File: src/core/funcmap_pkg.sv
// Constants for the function-to-port and function-to-host-bus assignment block.
// Assumes a 32-bit AXI4-Lite register bus and a single system clock.
package funcmap_pkg;
  localparam int NUM_PORTS  = 4;
  localparam int NUM_BUSES  = 2;
  localparam int NUM_FUNCS  = 16;
  localparam int MAX_WORDS  = NUM_PORTS + 1 + NUM_BUSES;
  localparam int WCNT_W     = 3;
  localparam int PORT_W     = 2;
  localparam int FUNC_W     = 5;
  localparam int BUS_W      = 1;

  localparam logic [31:0] FUNC_MASK      = 32'h0000ffff;
  localparam logic [7:0]  CMD_SET_ASSIGN = 8'h28;

  localparam logic [7:0] OFS_CTRL     = 8'h00;
  localparam logic [7:0] OFS_CAPS     = 8'h04;
  localparam logic [7:0] OFS_CMD_DATA = 8'h08;
  localparam logic [7:0] OFS_CMD_CODE = 8'h0c;
  localparam logic [7:0] OFS_RESP     = 8'h10;
  localparam logic [7:0] OFS_STATUS   = 8'h14;
  localparam logic [7:0] OFS_ENABLE   = 8'h18;
  localparam logic [7:0] OFS_EN_COUNT = 8'h1c;
  localparam logic [7:0] OFS_PART_SEL = 8'h20;
  localparam logic [7:0] OFS_PART_IDX = 8'h24;
  localparam logic [7:0] OFS_PORT_MAP = 8'h40;
  localparam logic [7:0] OFS_BUS_MAP  = 8'h60;

  localparam int CTRL_MULTI_BIT = 0;
  localparam int STAT_PEND_BIT  = 0;
  localparam int STAT_RESP_BIT  = 1;
  localparam int STAT_WCNT_LSB  = 8;
  localparam int CAPS_BUS_LSB   = 8;
  localparam int CAPS_FUNC_LSB  = 16;
  localparam int SEL_FUNC_LSB   = 8;

  localparam logic [15:0] RESP_OK        = 16'h0000;
  localparam logic [15:0] RESP_FAIL      = 16'h0001;
  localparam logic [15:0] RESP_UNSUP     = 16'h0003;
  localparam logic [15:0] REASON_NONE    = 16'h0000;
  localparam logic [15:0] REASON_LENGTH  = 16'h0001;
  localparam logic [15:0] REASON_UNKNOWN = 16'h7fff;

  localparam logic [1:0] AXI_OKAY   = 2'b00;
  localparam logic [1:0] AXI_SLVERR = 2'b10;
  localparam logic [3:0] STRB_ALL   = 4'hf;
endpackage : funcmap_pkg

File: src/core/funcmap_core.sv
// Function assignment command interpreter with AXI4-Lite register access.
// Assumes HOST_BUS_RESET is an asynchronous pin; all else runs on CLK_SYS.
`timescale 1ns/1ps
`default_nettype none

// Functional notes
// - Enable readback is 32 bits, bit n set when function n enabled.
// - Count of enabled bits equals the held enabled function count.
// - A function may be enabled and on a bus with no port mapping.
// - Both bus bitmaps are reported, even when the advertised bus count is one.
// - Bus bitmap bit n set when function n mapped there, enabled or not.
// - Partition index counts mapped functions upward from 1 per port.
// - Mapped functions get a partition index even when disabled.
// - Assignment write uses command code 0x28, addressed to the package.
// - All bitmaps start at bit 0, contiguous up to the function count.
// - Single host interface carries no bus bitmap fields.
// - Single-bus configuration places every function on bus 0.
// - Written values stay pending until the next host bus reset.
// - Payload order is port bitmaps, enable, bus bitmaps.
// - Port bitmap bit n set when function n mapped, enabled or not.
// - Enable bitmap bit n set enables function n, clear disables.
// - Every assignment command returns a response and reason code.
module funcmap_core (
  input  wire logic                    CLK_SYS,
  input  wire logic                    RST_N,
  input  wire logic                    HOST_BUS_RESET,
  input  wire logic [7:0]              S_AXI_AWADDR,
  input  wire logic                    S_AXI_AWVALID,
  output var  logic                    S_AXI_AWREADY,
  input  wire logic [31:0]             S_AXI_WDATA,
  input  wire logic [3:0]              S_AXI_WSTRB,
  input  wire logic                    S_AXI_WVALID,
  output var  logic                    S_AXI_WREADY,
  output var  logic [1:0]              S_AXI_BRESP,
  output var  logic                    S_AXI_BVALID,
  input  wire logic                    S_AXI_BREADY,
  input  wire logic [7:0]              S_AXI_ARADDR,
  input  wire logic                    S_AXI_ARVALID,
  output var  logic                    S_AXI_ARREADY,
  output var  logic [31:0]             S_AXI_RDATA,
  output var  logic [1:0]              S_AXI_RRESP,
  output var  logic                    S_AXI_RVALID,
  input  wire logic                    S_AXI_RREADY
);
  import funcmap_pkg::*;

  logic [31:0]       port_act_ff [NUM_PORTS];
  logic [31:0]       bus_act_ff  [NUM_BUSES];
  logic [31:0]       en_act_ff;
  logic [31:0]       port_pend_ff [NUM_PORTS];
  logic [31:0]       bus_pend_ff  [NUM_BUSES];
  logic [31:0]       en_pend_ff;
  logic [31:0]       cmd_buf_ff [MAX_WORDS];
  logic              pend_valid_ff, resp_valid_ff, multi_ff, ovf_ff;
  logic [WCNT_W-1:0] wcnt_ff;
  logic [31:0]       resp_ff, part_sel_ff, part_idx_ff, en_count_ff;
  logic [7:0]        code_ff;
  logic              sync1_ff, sync2_ff, sync3_ff, rst_lvl_ff;
  logic              aw_have_ff, w_have_ff;
  logic [7:0]        awaddr_ff;
  logic [31:0]       wdata_ff;
  logic [3:0]        wstrb_ff;

  // Host bus reset pin: three stages, a rise counts once stages two and three agree.
  wire bus_rst_evt = sync2_ff & sync3_ff & ~rst_lvl_ff;
  always_ff @(posedge CLK_SYS or negedge RST_N)
    if (!RST_N)
    begin
      sync1_ff   <= 1'b0;
      sync2_ff   <= 1'b0;
      sync3_ff   <= 1'b0;
      rst_lvl_ff <= 1'b0;
    end
    else
    begin
      sync1_ff <= HOST_BUS_RESET;
      sync2_ff <= sync1_ff;
      sync3_ff <= sync2_ff;
      if (sync2_ff == sync3_ff)
        rst_lvl_ff <= sync3_ff;
    end

  // Write channel: address and data taken in either order, then one response.
  wire       wr_fire  = aw_have_ff & w_have_ff & ~S_AXI_BVALID;
  wire       wr_full  = wstrb_ff == STRB_ALL;
  wire [7:0] wa       = awaddr_ff;
  wire       wr_ctrl  = wr_fire & wr_full & (wa == OFS_CTRL);
  wire       wr_data  = wr_fire & wr_full & (wa == OFS_CMD_DATA);
  wire       wr_code  = wr_fire & wr_full & (wa == OFS_CMD_CODE);
  wire       wr_sel   = wr_fire & wr_full & (wa == OFS_PART_SEL);
  wire       wr_ok    = wr_full & (wa == OFS_CTRL | wa == OFS_CMD_DATA | wa == OFS_CMD_CODE | wa == OFS_PART_SEL);

  // Word count the command must carry; bus bitmaps only with more than one bus.
  wire [WCNT_W-1:0] exp_words = multi_ff ? WCNT_W'(MAX_WORDS) : WCNT_W'(NUM_PORTS + 1);
  wire              code_hit  = wdata_ff[7:0] == CMD_SET_ASSIGN;
  wire              len_ok    = ~ovf_ff & (wcnt_ff == exp_words);
  wire              accept    = wr_code & code_hit & len_ok;

  always_ff @(posedge CLK_SYS or negedge RST_N)
    if (!RST_N)
    begin
      aw_have_ff    <= 1'b0;
      w_have_ff     <= 1'b0;
      awaddr_ff     <= 8'h00;
      wdata_ff      <= 32'h0000_0000;
      wstrb_ff      <= 4'h0;
      S_AXI_AWREADY <= 1'b0;
      S_AXI_WREADY  <= 1'b0;
      S_AXI_BVALID  <= 1'b0;
      S_AXI_BRESP   <= AXI_OKAY;
    end
    else
    begin
      S_AXI_AWREADY <= ~aw_have_ff & ~(S_AXI_AWVALID & S_AXI_AWREADY);
      S_AXI_WREADY  <= ~w_have_ff & ~(S_AXI_WVALID & S_AXI_WREADY);
      if (S_AXI_AWVALID & S_AXI_AWREADY)
      begin
        aw_have_ff <= 1'b1;
        awaddr_ff  <= S_AXI_AWADDR;
      end
      if (S_AXI_WVALID & S_AXI_WREADY)
      begin
        w_have_ff <= 1'b1;
        wdata_ff  <= S_AXI_WDATA;
        wstrb_ff  <= S_AXI_WSTRB;
      end
      if (wr_fire)
      begin
        aw_have_ff   <= 1'b0;
        w_have_ff    <= 1'b0;
        S_AXI_BVALID <= 1'b1;
        S_AXI_BRESP  <= wr_ok ? AXI_OKAY : AXI_SLVERR;
      end
      else if (S_AXI_BREADY)
        S_AXI_BVALID <= 1'b0;
    end

  // Command buffer, pending set and active set.
  always_ff @(posedge CLK_SYS or negedge RST_N)
    if (!RST_N)
    begin
      for (int i = 0; i < MAX_WORDS; i++)
        cmd_buf_ff[i] <= 32'h0000_0000;
      for (int p = 0; p < NUM_PORTS; p++)
      begin
        port_pend_ff[p] <= 32'h0000_0000;
        port_act_ff[p]  <= 32'h0000_0000;
      end
      for (int b = 0; b < NUM_BUSES; b++)
      begin
        bus_pend_ff[b] <= 32'h0000_0000;
        bus_act_ff[b]  <= 32'h0000_0000;
      end
      en_pend_ff    <= 32'h0000_0000;
      en_act_ff     <= 32'h0000_0000;
      pend_valid_ff <= 1'b0;
      resp_valid_ff <= 1'b0;
      resp_ff       <= 32'h0000_0000;
      code_ff       <= 8'h00;
      wcnt_ff       <= '0;
      ovf_ff        <= 1'b0;
      multi_ff      <= 1'b0;
      part_sel_ff   <= 32'h0000_0000;
    end
    else
    begin
      if (wr_ctrl)
        multi_ff <= wdata_ff[CTRL_MULTI_BIT];
      if (wr_sel)
        part_sel_ff <= wdata_ff;
      if (wr_data)
      begin
        if (wcnt_ff == WCNT_W'(MAX_WORDS))
          ovf_ff <= 1'b1;
        else
        begin
          cmd_buf_ff[wcnt_ff] <= wdata_ff & FUNC_MASK;
          wcnt_ff             <= wcnt_ff + 1'b1;
        end
      end
      // A pending set is applied on the host bus reset, before a new one lands.
      if (bus_rst_evt && pend_valid_ff)
      begin
        for (int p = 0; p < NUM_PORTS; p++)
          port_act_ff[p] <= port_pend_ff[p];
        for (int b = 0; b < NUM_BUSES; b++)
          bus_act_ff[b] <= bus_pend_ff[b];
        en_act_ff     <= en_pend_ff;
        pend_valid_ff <= 1'b0;
      end
      if (wr_code)
      begin
        wcnt_ff       <= '0;
        ovf_ff        <= 1'b0;
        code_ff       <= wdata_ff[7:0];
        resp_valid_ff <= 1'b1;
        if (!code_hit)
          resp_ff <= {RESP_UNSUP, REASON_UNKNOWN};
        else if (!len_ok)
          resp_ff <= {RESP_FAIL, REASON_LENGTH};
        else
          resp_ff <= {RESP_OK, REASON_NONE};
      end
      if (accept)
      begin
        for (int p = 0; p < NUM_PORTS; p++)
          port_pend_ff[p] <= cmd_buf_ff[p];
        en_pend_ff <= cmd_buf_ff[NUM_PORTS];
        for (int b = 0; b < NUM_BUSES; b++)
          bus_pend_ff[b] <= multi_ff ? cmd_buf_ff[NUM_PORTS + 1 + b] : 32'h0000_0000;
        pend_valid_ff <= 1'b1;
      end
    end

  // Bus bitmaps as reported: single-bus mode puts every function on bus 0.
  logic [31:0] bus_rep [NUM_BUSES];
  always_comb
    for (int b = 0; b < NUM_BUSES; b++)
      if (multi_ff)
        bus_rep[b] = bus_act_ff[b];
      else
        bus_rep[b] = (b == 0) ? FUNC_MASK : 32'h0000_0000;

  // Partition index: rank of the selected function among the port's mapped ones.
  wire [PORT_W-1:0] sel_port = part_sel_ff[PORT_W-1:0];
  wire [FUNC_W-1:0] sel_func = part_sel_ff[SEL_FUNC_LSB +: FUNC_W];
  logic [31:0] nxt_part_idx, nxt_en_count;
  always_comb
  begin
    nxt_part_idx = 32'h0000_0000;
    nxt_en_count = 32'h0000_0000;
    for (int f = 0; f < NUM_FUNCS; f++)
    begin
      if (port_act_ff[sel_port][f] && f <= int'(sel_func))
        nxt_part_idx = nxt_part_idx + 32'h0000_0001;
      if (en_act_ff[f])
        nxt_en_count = nxt_en_count + 32'h0000_0001;
    end
    if (!port_act_ff[sel_port][sel_func])
      nxt_part_idx = 32'h0000_0000;
  end

  always_ff @(posedge CLK_SYS or negedge RST_N)
    if (!RST_N)
    begin
      part_idx_ff <= 32'h0000_0000;
      en_count_ff <= 32'h0000_0000;
    end
    else
    begin
      part_idx_ff <= nxt_part_idx;
      en_count_ff <= nxt_en_count;
    end

  // Read decode.
  wire [7:0]  ra      = S_AXI_ARADDR;
  wire        ra_port = (ra >= OFS_PORT_MAP) && (ra < OFS_PORT_MAP + 8'(4 * NUM_PORTS)) && (ra[1:0] == 2'b00);
  wire        ra_bus  = (ra >= OFS_BUS_MAP) && (ra < OFS_BUS_MAP + 8'(4 * NUM_BUSES)) && (ra[1:0] == 2'b00);
  wire [7:0]  ra_port_ofs = ra - OFS_PORT_MAP;
  wire [7:0]  ra_bus_ofs  = ra - OFS_BUS_MAP;
  wire [7:0]  caps_buses  = multi_ff ? 8'(NUM_BUSES) : 8'h01;
  logic [31:0] rd_mux;
  logic        rd_hit;
  always_comb
  begin
    rd_hit = 1'b1;
    rd_mux = 32'h0000_0000;
    if (ra_port)
      rd_mux = port_act_ff[ra_port_ofs[2 +: PORT_W]];
    else if (ra_bus)
      rd_mux = bus_rep[ra_bus_ofs[2 +: BUS_W]];
    else
      unique case (ra)
        OFS_CTRL:     rd_mux[CTRL_MULTI_BIT] = multi_ff;
        OFS_CAPS:     rd_mux = {8'h00, 8'(NUM_FUNCS), caps_buses, 8'(NUM_PORTS)};
        OFS_CMD_CODE: rd_mux[7:0] = code_ff;
        OFS_RESP:     rd_mux = resp_ff;
        OFS_STATUS:   rd_mux = {20'h00000, 1'b0, wcnt_ff, 6'h00, resp_valid_ff, pend_valid_ff};
        OFS_ENABLE:   rd_mux = en_act_ff;
        OFS_EN_COUNT: rd_mux = en_count_ff;
        OFS_PART_SEL: rd_mux = part_sel_ff;
        OFS_PART_IDX: rd_mux = part_idx_ff;
        default:      rd_hit = 1'b0;
      endcase
  end

  always_ff @(posedge CLK_SYS or negedge RST_N)
    if (!RST_N)
    begin
      S_AXI_ARREADY <= 1'b0;
      S_AXI_RVALID  <= 1'b0;
      S_AXI_RDATA   <= 32'h0000_0000;
      S_AXI_RRESP   <= AXI_OKAY;
    end
    else
    begin
      S_AXI_ARREADY <= ~S_AXI_RVALID & ~(S_AXI_ARVALID & S_AXI_ARREADY);
      if (S_AXI_ARVALID & S_AXI_ARREADY)
      begin
        S_AXI_RVALID <= 1'b1;
        S_AXI_RDATA  <= rd_mux;
        S_AXI_RRESP  <= rd_hit ? AXI_OKAY : AXI_SLVERR;
      end
      else if (S_AXI_RREADY)
        S_AXI_RVALID <= 1'b0;
    end

  en_count_a: assert property (@(posedge CLK_SYS) disable iff (!RST_N)
    ##1 en_count_ff == 32'($countones($past(en_act_ff)))) else $error("Enable count mismatch.");
  upper_zero_a: assert property (@(posedge CLK_SYS) disable iff (!RST_N)
    (en_act_ff & ~FUNC_MASK) == 32'h0 && (port_act_ff[0] & ~FUNC_MASK) == 32'h0) else $error("Bits above count set.");
  apply_reset_a: assert property (@(posedge CLK_SYS) disable iff (!RST_N)
    bus_rst_evt && pend_valid_ff |=> en_act_ff == $past(en_pend_ff)) else $error("Pending set not applied.");
  hold_active_a: assert property (@(posedge CLK_SYS) disable iff (!RST_N)
    !bus_rst_evt |=> $stable(en_act_ff) && $stable(port_act_ff[0])) else $error("Active set changed early.");
  code_accept_a: assert property (@(posedge CLK_SYS) disable iff (!RST_N)
    wr_code && !code_hit |=> !$changed(en_pend_ff) && resp_ff[31:16] == RESP_UNSUP) else $error("Wrong code taken.");
  resp_given_a: assert property (@(posedge CLK_SYS) disable iff (!RST_N)
    wr_code |=> resp_valid_ff && ((resp_ff == {RESP_OK, REASON_NONE}) == $past(accept)))
    else $error("No response to command.");
  single_bus_a: assert property (@(posedge CLK_SYS) disable iff (!RST_N)
    !multi_ff |-> bus_rep[0] == FUNC_MASK && bus_rep[1] == 32'h0) else $error("Single bus map wrong.");
  part_index_a: assert property (@(posedge CLK_SYS) disable iff (!RST_N)
    port_act_ff[sel_port][sel_func] && $stable(part_sel_ff) |=> part_idx_ff != 32'h0) else $error("Mapped gets no index.");
  part_first_a: assert property (@(posedge CLK_SYS) disable iff (!RST_N)
    ##1 ($past(port_act_ff[sel_port]) & ((32'h2 << $past(sel_func)) - 32'h1)) == (32'h1 << $past(sel_func))
    |-> part_idx_ff == 32'h1) else $error("Lowest mapped not index one.");
  resp_hold_a: assert property (@(posedge CLK_SYS) disable iff (!RST_N)
    S_AXI_BVALID && !S_AXI_BREADY |=> S_AXI_BVALID && $stable(S_AXI_BRESP)) else $error("Write response dropped.");

endmodule : funcmap_core

`default_nettype wire

File: config.mk
export PLATFORM = sky130hd
export DESIGN_NAME = funcmap_core
export DESIGN_NICKNAME = d
export VERILOG_FILES = /design/src/core/funcmap_pkg.sv /design/src/core/funcmap_core.sv
export SDC_FILE = /design/constraint.sdc
export NUM_CORES = 1
export LEC_CHECK = 0
export BUFFER_PORTS_ARGS = -buffer_cell sky130_fd_sc_hd__clkbuf_2
export CAP_MARGIN = 20
export CORE_MARGIN = 1.5
export CORE_UTILIZATION = 40
export CTS_BUF_LIST = sky130_fd_sc_hd__clkbuf_8
export CTS_CLUSTER_DIAMETER = 60
export DETAILED_ROUTE_END_ITERATION = 12
export PLACE_DENSITY = 0.59
export SKIP_LAST_GASP = 1
export SYNTH_ARGS = -nofsm -noshare
export SYNTH_HDL_FRONTEND = slang
export SYNTH_SLANG_ARGS = --single-unit
File: constraint.sdc
create_clock -name CLK_SYS -period 11.9 [get_ports CLK_SYS]
set_input_delay 1.785 -clock CLK_SYS [delete_from_list [all_inputs] [get_ports CLK_SYS]]
set_output_delay 1.785 -clock CLK_SYS [all_outputs]
set_load 0.005 [all_outputs]
==> results.toml <==
[status]
status = "completed"

[setup_path]
path_class = "reg2reg"
rrSetupSlack_ns = 1.46
max_stage_delay_ns = 0.67
end_kind = "flop"
crit_top_cell = "ha_1"
reg2reg_from = "part_sel_ff[12]"
arrival_ns = 11.03
reg2reg_depth = 45
critPathMaxFanout = 21
rr_endpoint = "part_idx_ff[5]"
start_kind = "flop"
crit_path_top_delay_cell = "or4_4"
required_ns = 12.49

[route]
met2WireLength_mm = 27.1
ant_nets = 0
top_layer = "met4"
vias_per_cell = 5.44
met3WireLength_mm = 2.73
drc = 0
vias = 15900
met1_length_mm = 28.1
drt_wl_total_mm = 59.0
drt_iter0_markers = 1097
wl_per_cell_um = 20.2
dr.pass1.iters = 5

[timing]
setup_viol = 0
finalClockSkew_ns = 0.0404
finalWorstSetupSlack_ns = 1.46
tightest_slew_ns = 1.11
finalCriticalPeriod_ns = 10.44
period_share = 0.877
max_slew_margin = 0.257
finalHoldViolCount = 0
holdWs_ns = 0.354
tns_ns = 0
maxSlewViolCount = 0
fmax_mhz = 95.8
rsz0062_at_grt = "no"

[clock_tree]
postCtsHoldBufs = 0
insertion_delay_ns = 0.69
clockRootBuffer = "clkbuf_8"
clockBufferDepth = 3
numClockSinks = 506
postCtsResizedCells = 0
cts_buffers = 87
htree_num_levels = 3
cts_tree = "done"
clkTransAtPathRegs_ns = 0.06
postCtsSetupRepairBufs = 0

[placed_design]
place.gp.congestion = 0.837
dp_hpwl_mm = 39.8
placed_cell_area_um2 = 25500
portBuffers = 98
dp_cells = 2758
dpl_worst_slack_ns = 1.52

[finish]
syn2layout_area_growth_pct = 13.3
drive_above_1_share = 0.339
fin_nets = 2171
design_area_um2 = 27400
finalNonFillerCells = 2920

[synthesis]
synth_edf_count = 0
ys_warn_count = 0
synth_cells = 1949
yosysSeqAreaShare = 0.524
synth_most_common_cell = "dfrtp_1"
synthArstFlopShare = 1.00
synth-seq-cells = 506
ys_types = 97
yosysTopAreaCell = "dfrtp_1"
synth_area_per_cell_um2 = 12.4
synth_area_leaders = "dfrtp_1 52%, mux2_2 18%, mux4_2 3.4%, nand2_1 3.4%, o21ai_0 1.9%"
ys_top_cells_by_count = "506 x dfrtp_1, 386 x mux2_2, 216 x nand2_1"
synth_top_area_share = 0.524
synth-main-ff-cell = "dfrtp_1"
synth_area_um2 = 24200

[min_path]
hold_path.class = "reg2reg"
min_to = "sync2_ff"
hp-start = "sync1_ff"
holdPathStages = 0

[floorplanning]
floorplan.rows = 89
dieWidth_um = 249
die_area_um2 = 61900
ioPinCount = 101
die_height_um = 249
core_area_um2 = 59400
initial_core_util = 0.407

[run]
maxCapViolCount = 0

[global_route]
grt_util_all_layers = 0.195
antenna_found_initial = 4
grt_max_degree = 120
grt_pass1_wl_mm = 93.9
grt_pass1_vias = 16000
overflow = 0

[power]
irDropWorstVdd_mv = 0.0768
power_leakage_nw = 13.5
cellPowerDensity_nw_per_um2 = 140
==> worst max path at each step <==
stage	to	from	cells past startpoint
2_1_floorplan	part_idx_ff[5]	part_sel_ff[0]	47
3_3_place_gp	part_idx_ff[5]	part_sel_ff[12]	45
3_5_place_dp	part_idx_ff[5]	part_sel_ff[12]	45
4_1_cts	part_idx_ff[5]	part_sel_ff[12]	45
5_1_grt	part_idx_ff[5]	part_sel_ff[9]	45
6_report	part_idx_ff[5]	part_sel_ff[12]	45
==> metal layers <==
metal / track usage / vias to the layer above
li1: - / 7285
met1: 0.281 / 8180
met2: 0.305 / 321
met3: 0.0315 / 87
met4: 0.0477 / 0
met5: 0 / -
==> registers in the layout, summed over array words and instances (netlist names), 2 cells and up <==
name	flops
port_act_ff	64
part_sel_ff	32
code_ff	8
bus_act_ff	32
cmd_buf_ff	112
part_idx_ff	16
awaddr_ff	8
wdata_ff	32
en_act_ff	16
S_AXI_RDATA	32
wcnt_ff	3
wstrb_ff	4
resp_ff	2
en_pend_ff	16
bus_pend_ff	32
port_pend_ff	64
en_count_ff	16
==> layout make-up <==
| type | instances | area [µm²] |
|---|---|---|
| antenna | 2 | 5.00 |
| sequential | 506 | 12700 |
| multi-input combinational | 1322 | 11100 |
| clock buffer | 110 | 1510 |
| timing repair buffer | 133 | 823 |
| inverter | 27 | 101 |
| fill | 5418 | 32000 |
| tap | 773 | 967 |
| clock inverter | 47 | 246 |
==> layout by cell type, fill, tap and decap left out, types with 31 or more instances in the layout <==
| master | instances |
|---|---|
| xor2_1 | 32 |
| xnor2_1 | 37 |
| nand3_1 | 37 |
| clkbuf_2 | 97 |
| buf_4 | 32 |
| ha_1 | 34 |
| a21oi_1 | 31 |
| o21ai_0 | 91 |
| mux2_2 | 386 |
| nor2_1 | 71 |
| dfrtp_1 | 505 |
| mux4_2 | 37 |
| inv_1 | 58 |
| nand2_1 | 215 |
| clkbuf_8 | 110 |
==> per-stage QoR <==
stage | utilization | power, mW
floorplan | - | 2.07
global placement | 0.430 | 2.30
detailed placement | 0.430 | 2.31
CTS | 0.460 | 3.88
global route | 0.461 | 3.99
finish | 0.461 | 3.83
==> logic make-up (layout without fill, tap and decap cells) <==
family	count (synthesis)	in the layout	synth area share
DFF	506	506	0.524
muxes	437	437	0.221
adders and majority gates	34	34	0.0176
AOI/OAI and AO/OA	279	279	0.0792
buffers and inverters	140	317	0.0228
xor gates and xnor gates	91	91	0.0450
and+or+nand+nor	461	461	0.0905
other	1	22	0.000155
==> where the power goes <==
part | leakage, nW | switching, mW | internal (mW)
combinational | 5.56 | 0.185 | 0.126
sequential | 6.90 | 0.148 | 1.82
clock | 1.01 | 0.713 | 0.837
==> worst max-delay path: cells and delay by family (launching register included) <==
| kind | cells | cell delay (ns) |
|---|---|---|
| buffers and inverters | 2 | 0.19 |
| AND/OR/NAND/NOR | 16 | 3.07 |
| XOR/XNOR | 1 | 0.11 |
| adder cells (fa/ha/maj) | 13 | 3.69 |
| multiplexers | 2 | 0.57 |
| AO/OA/AOI/OAI | 11 | 2.17 |
| flip-flops | 1 | 0.57 |
(Power assumes the default switching activity.)
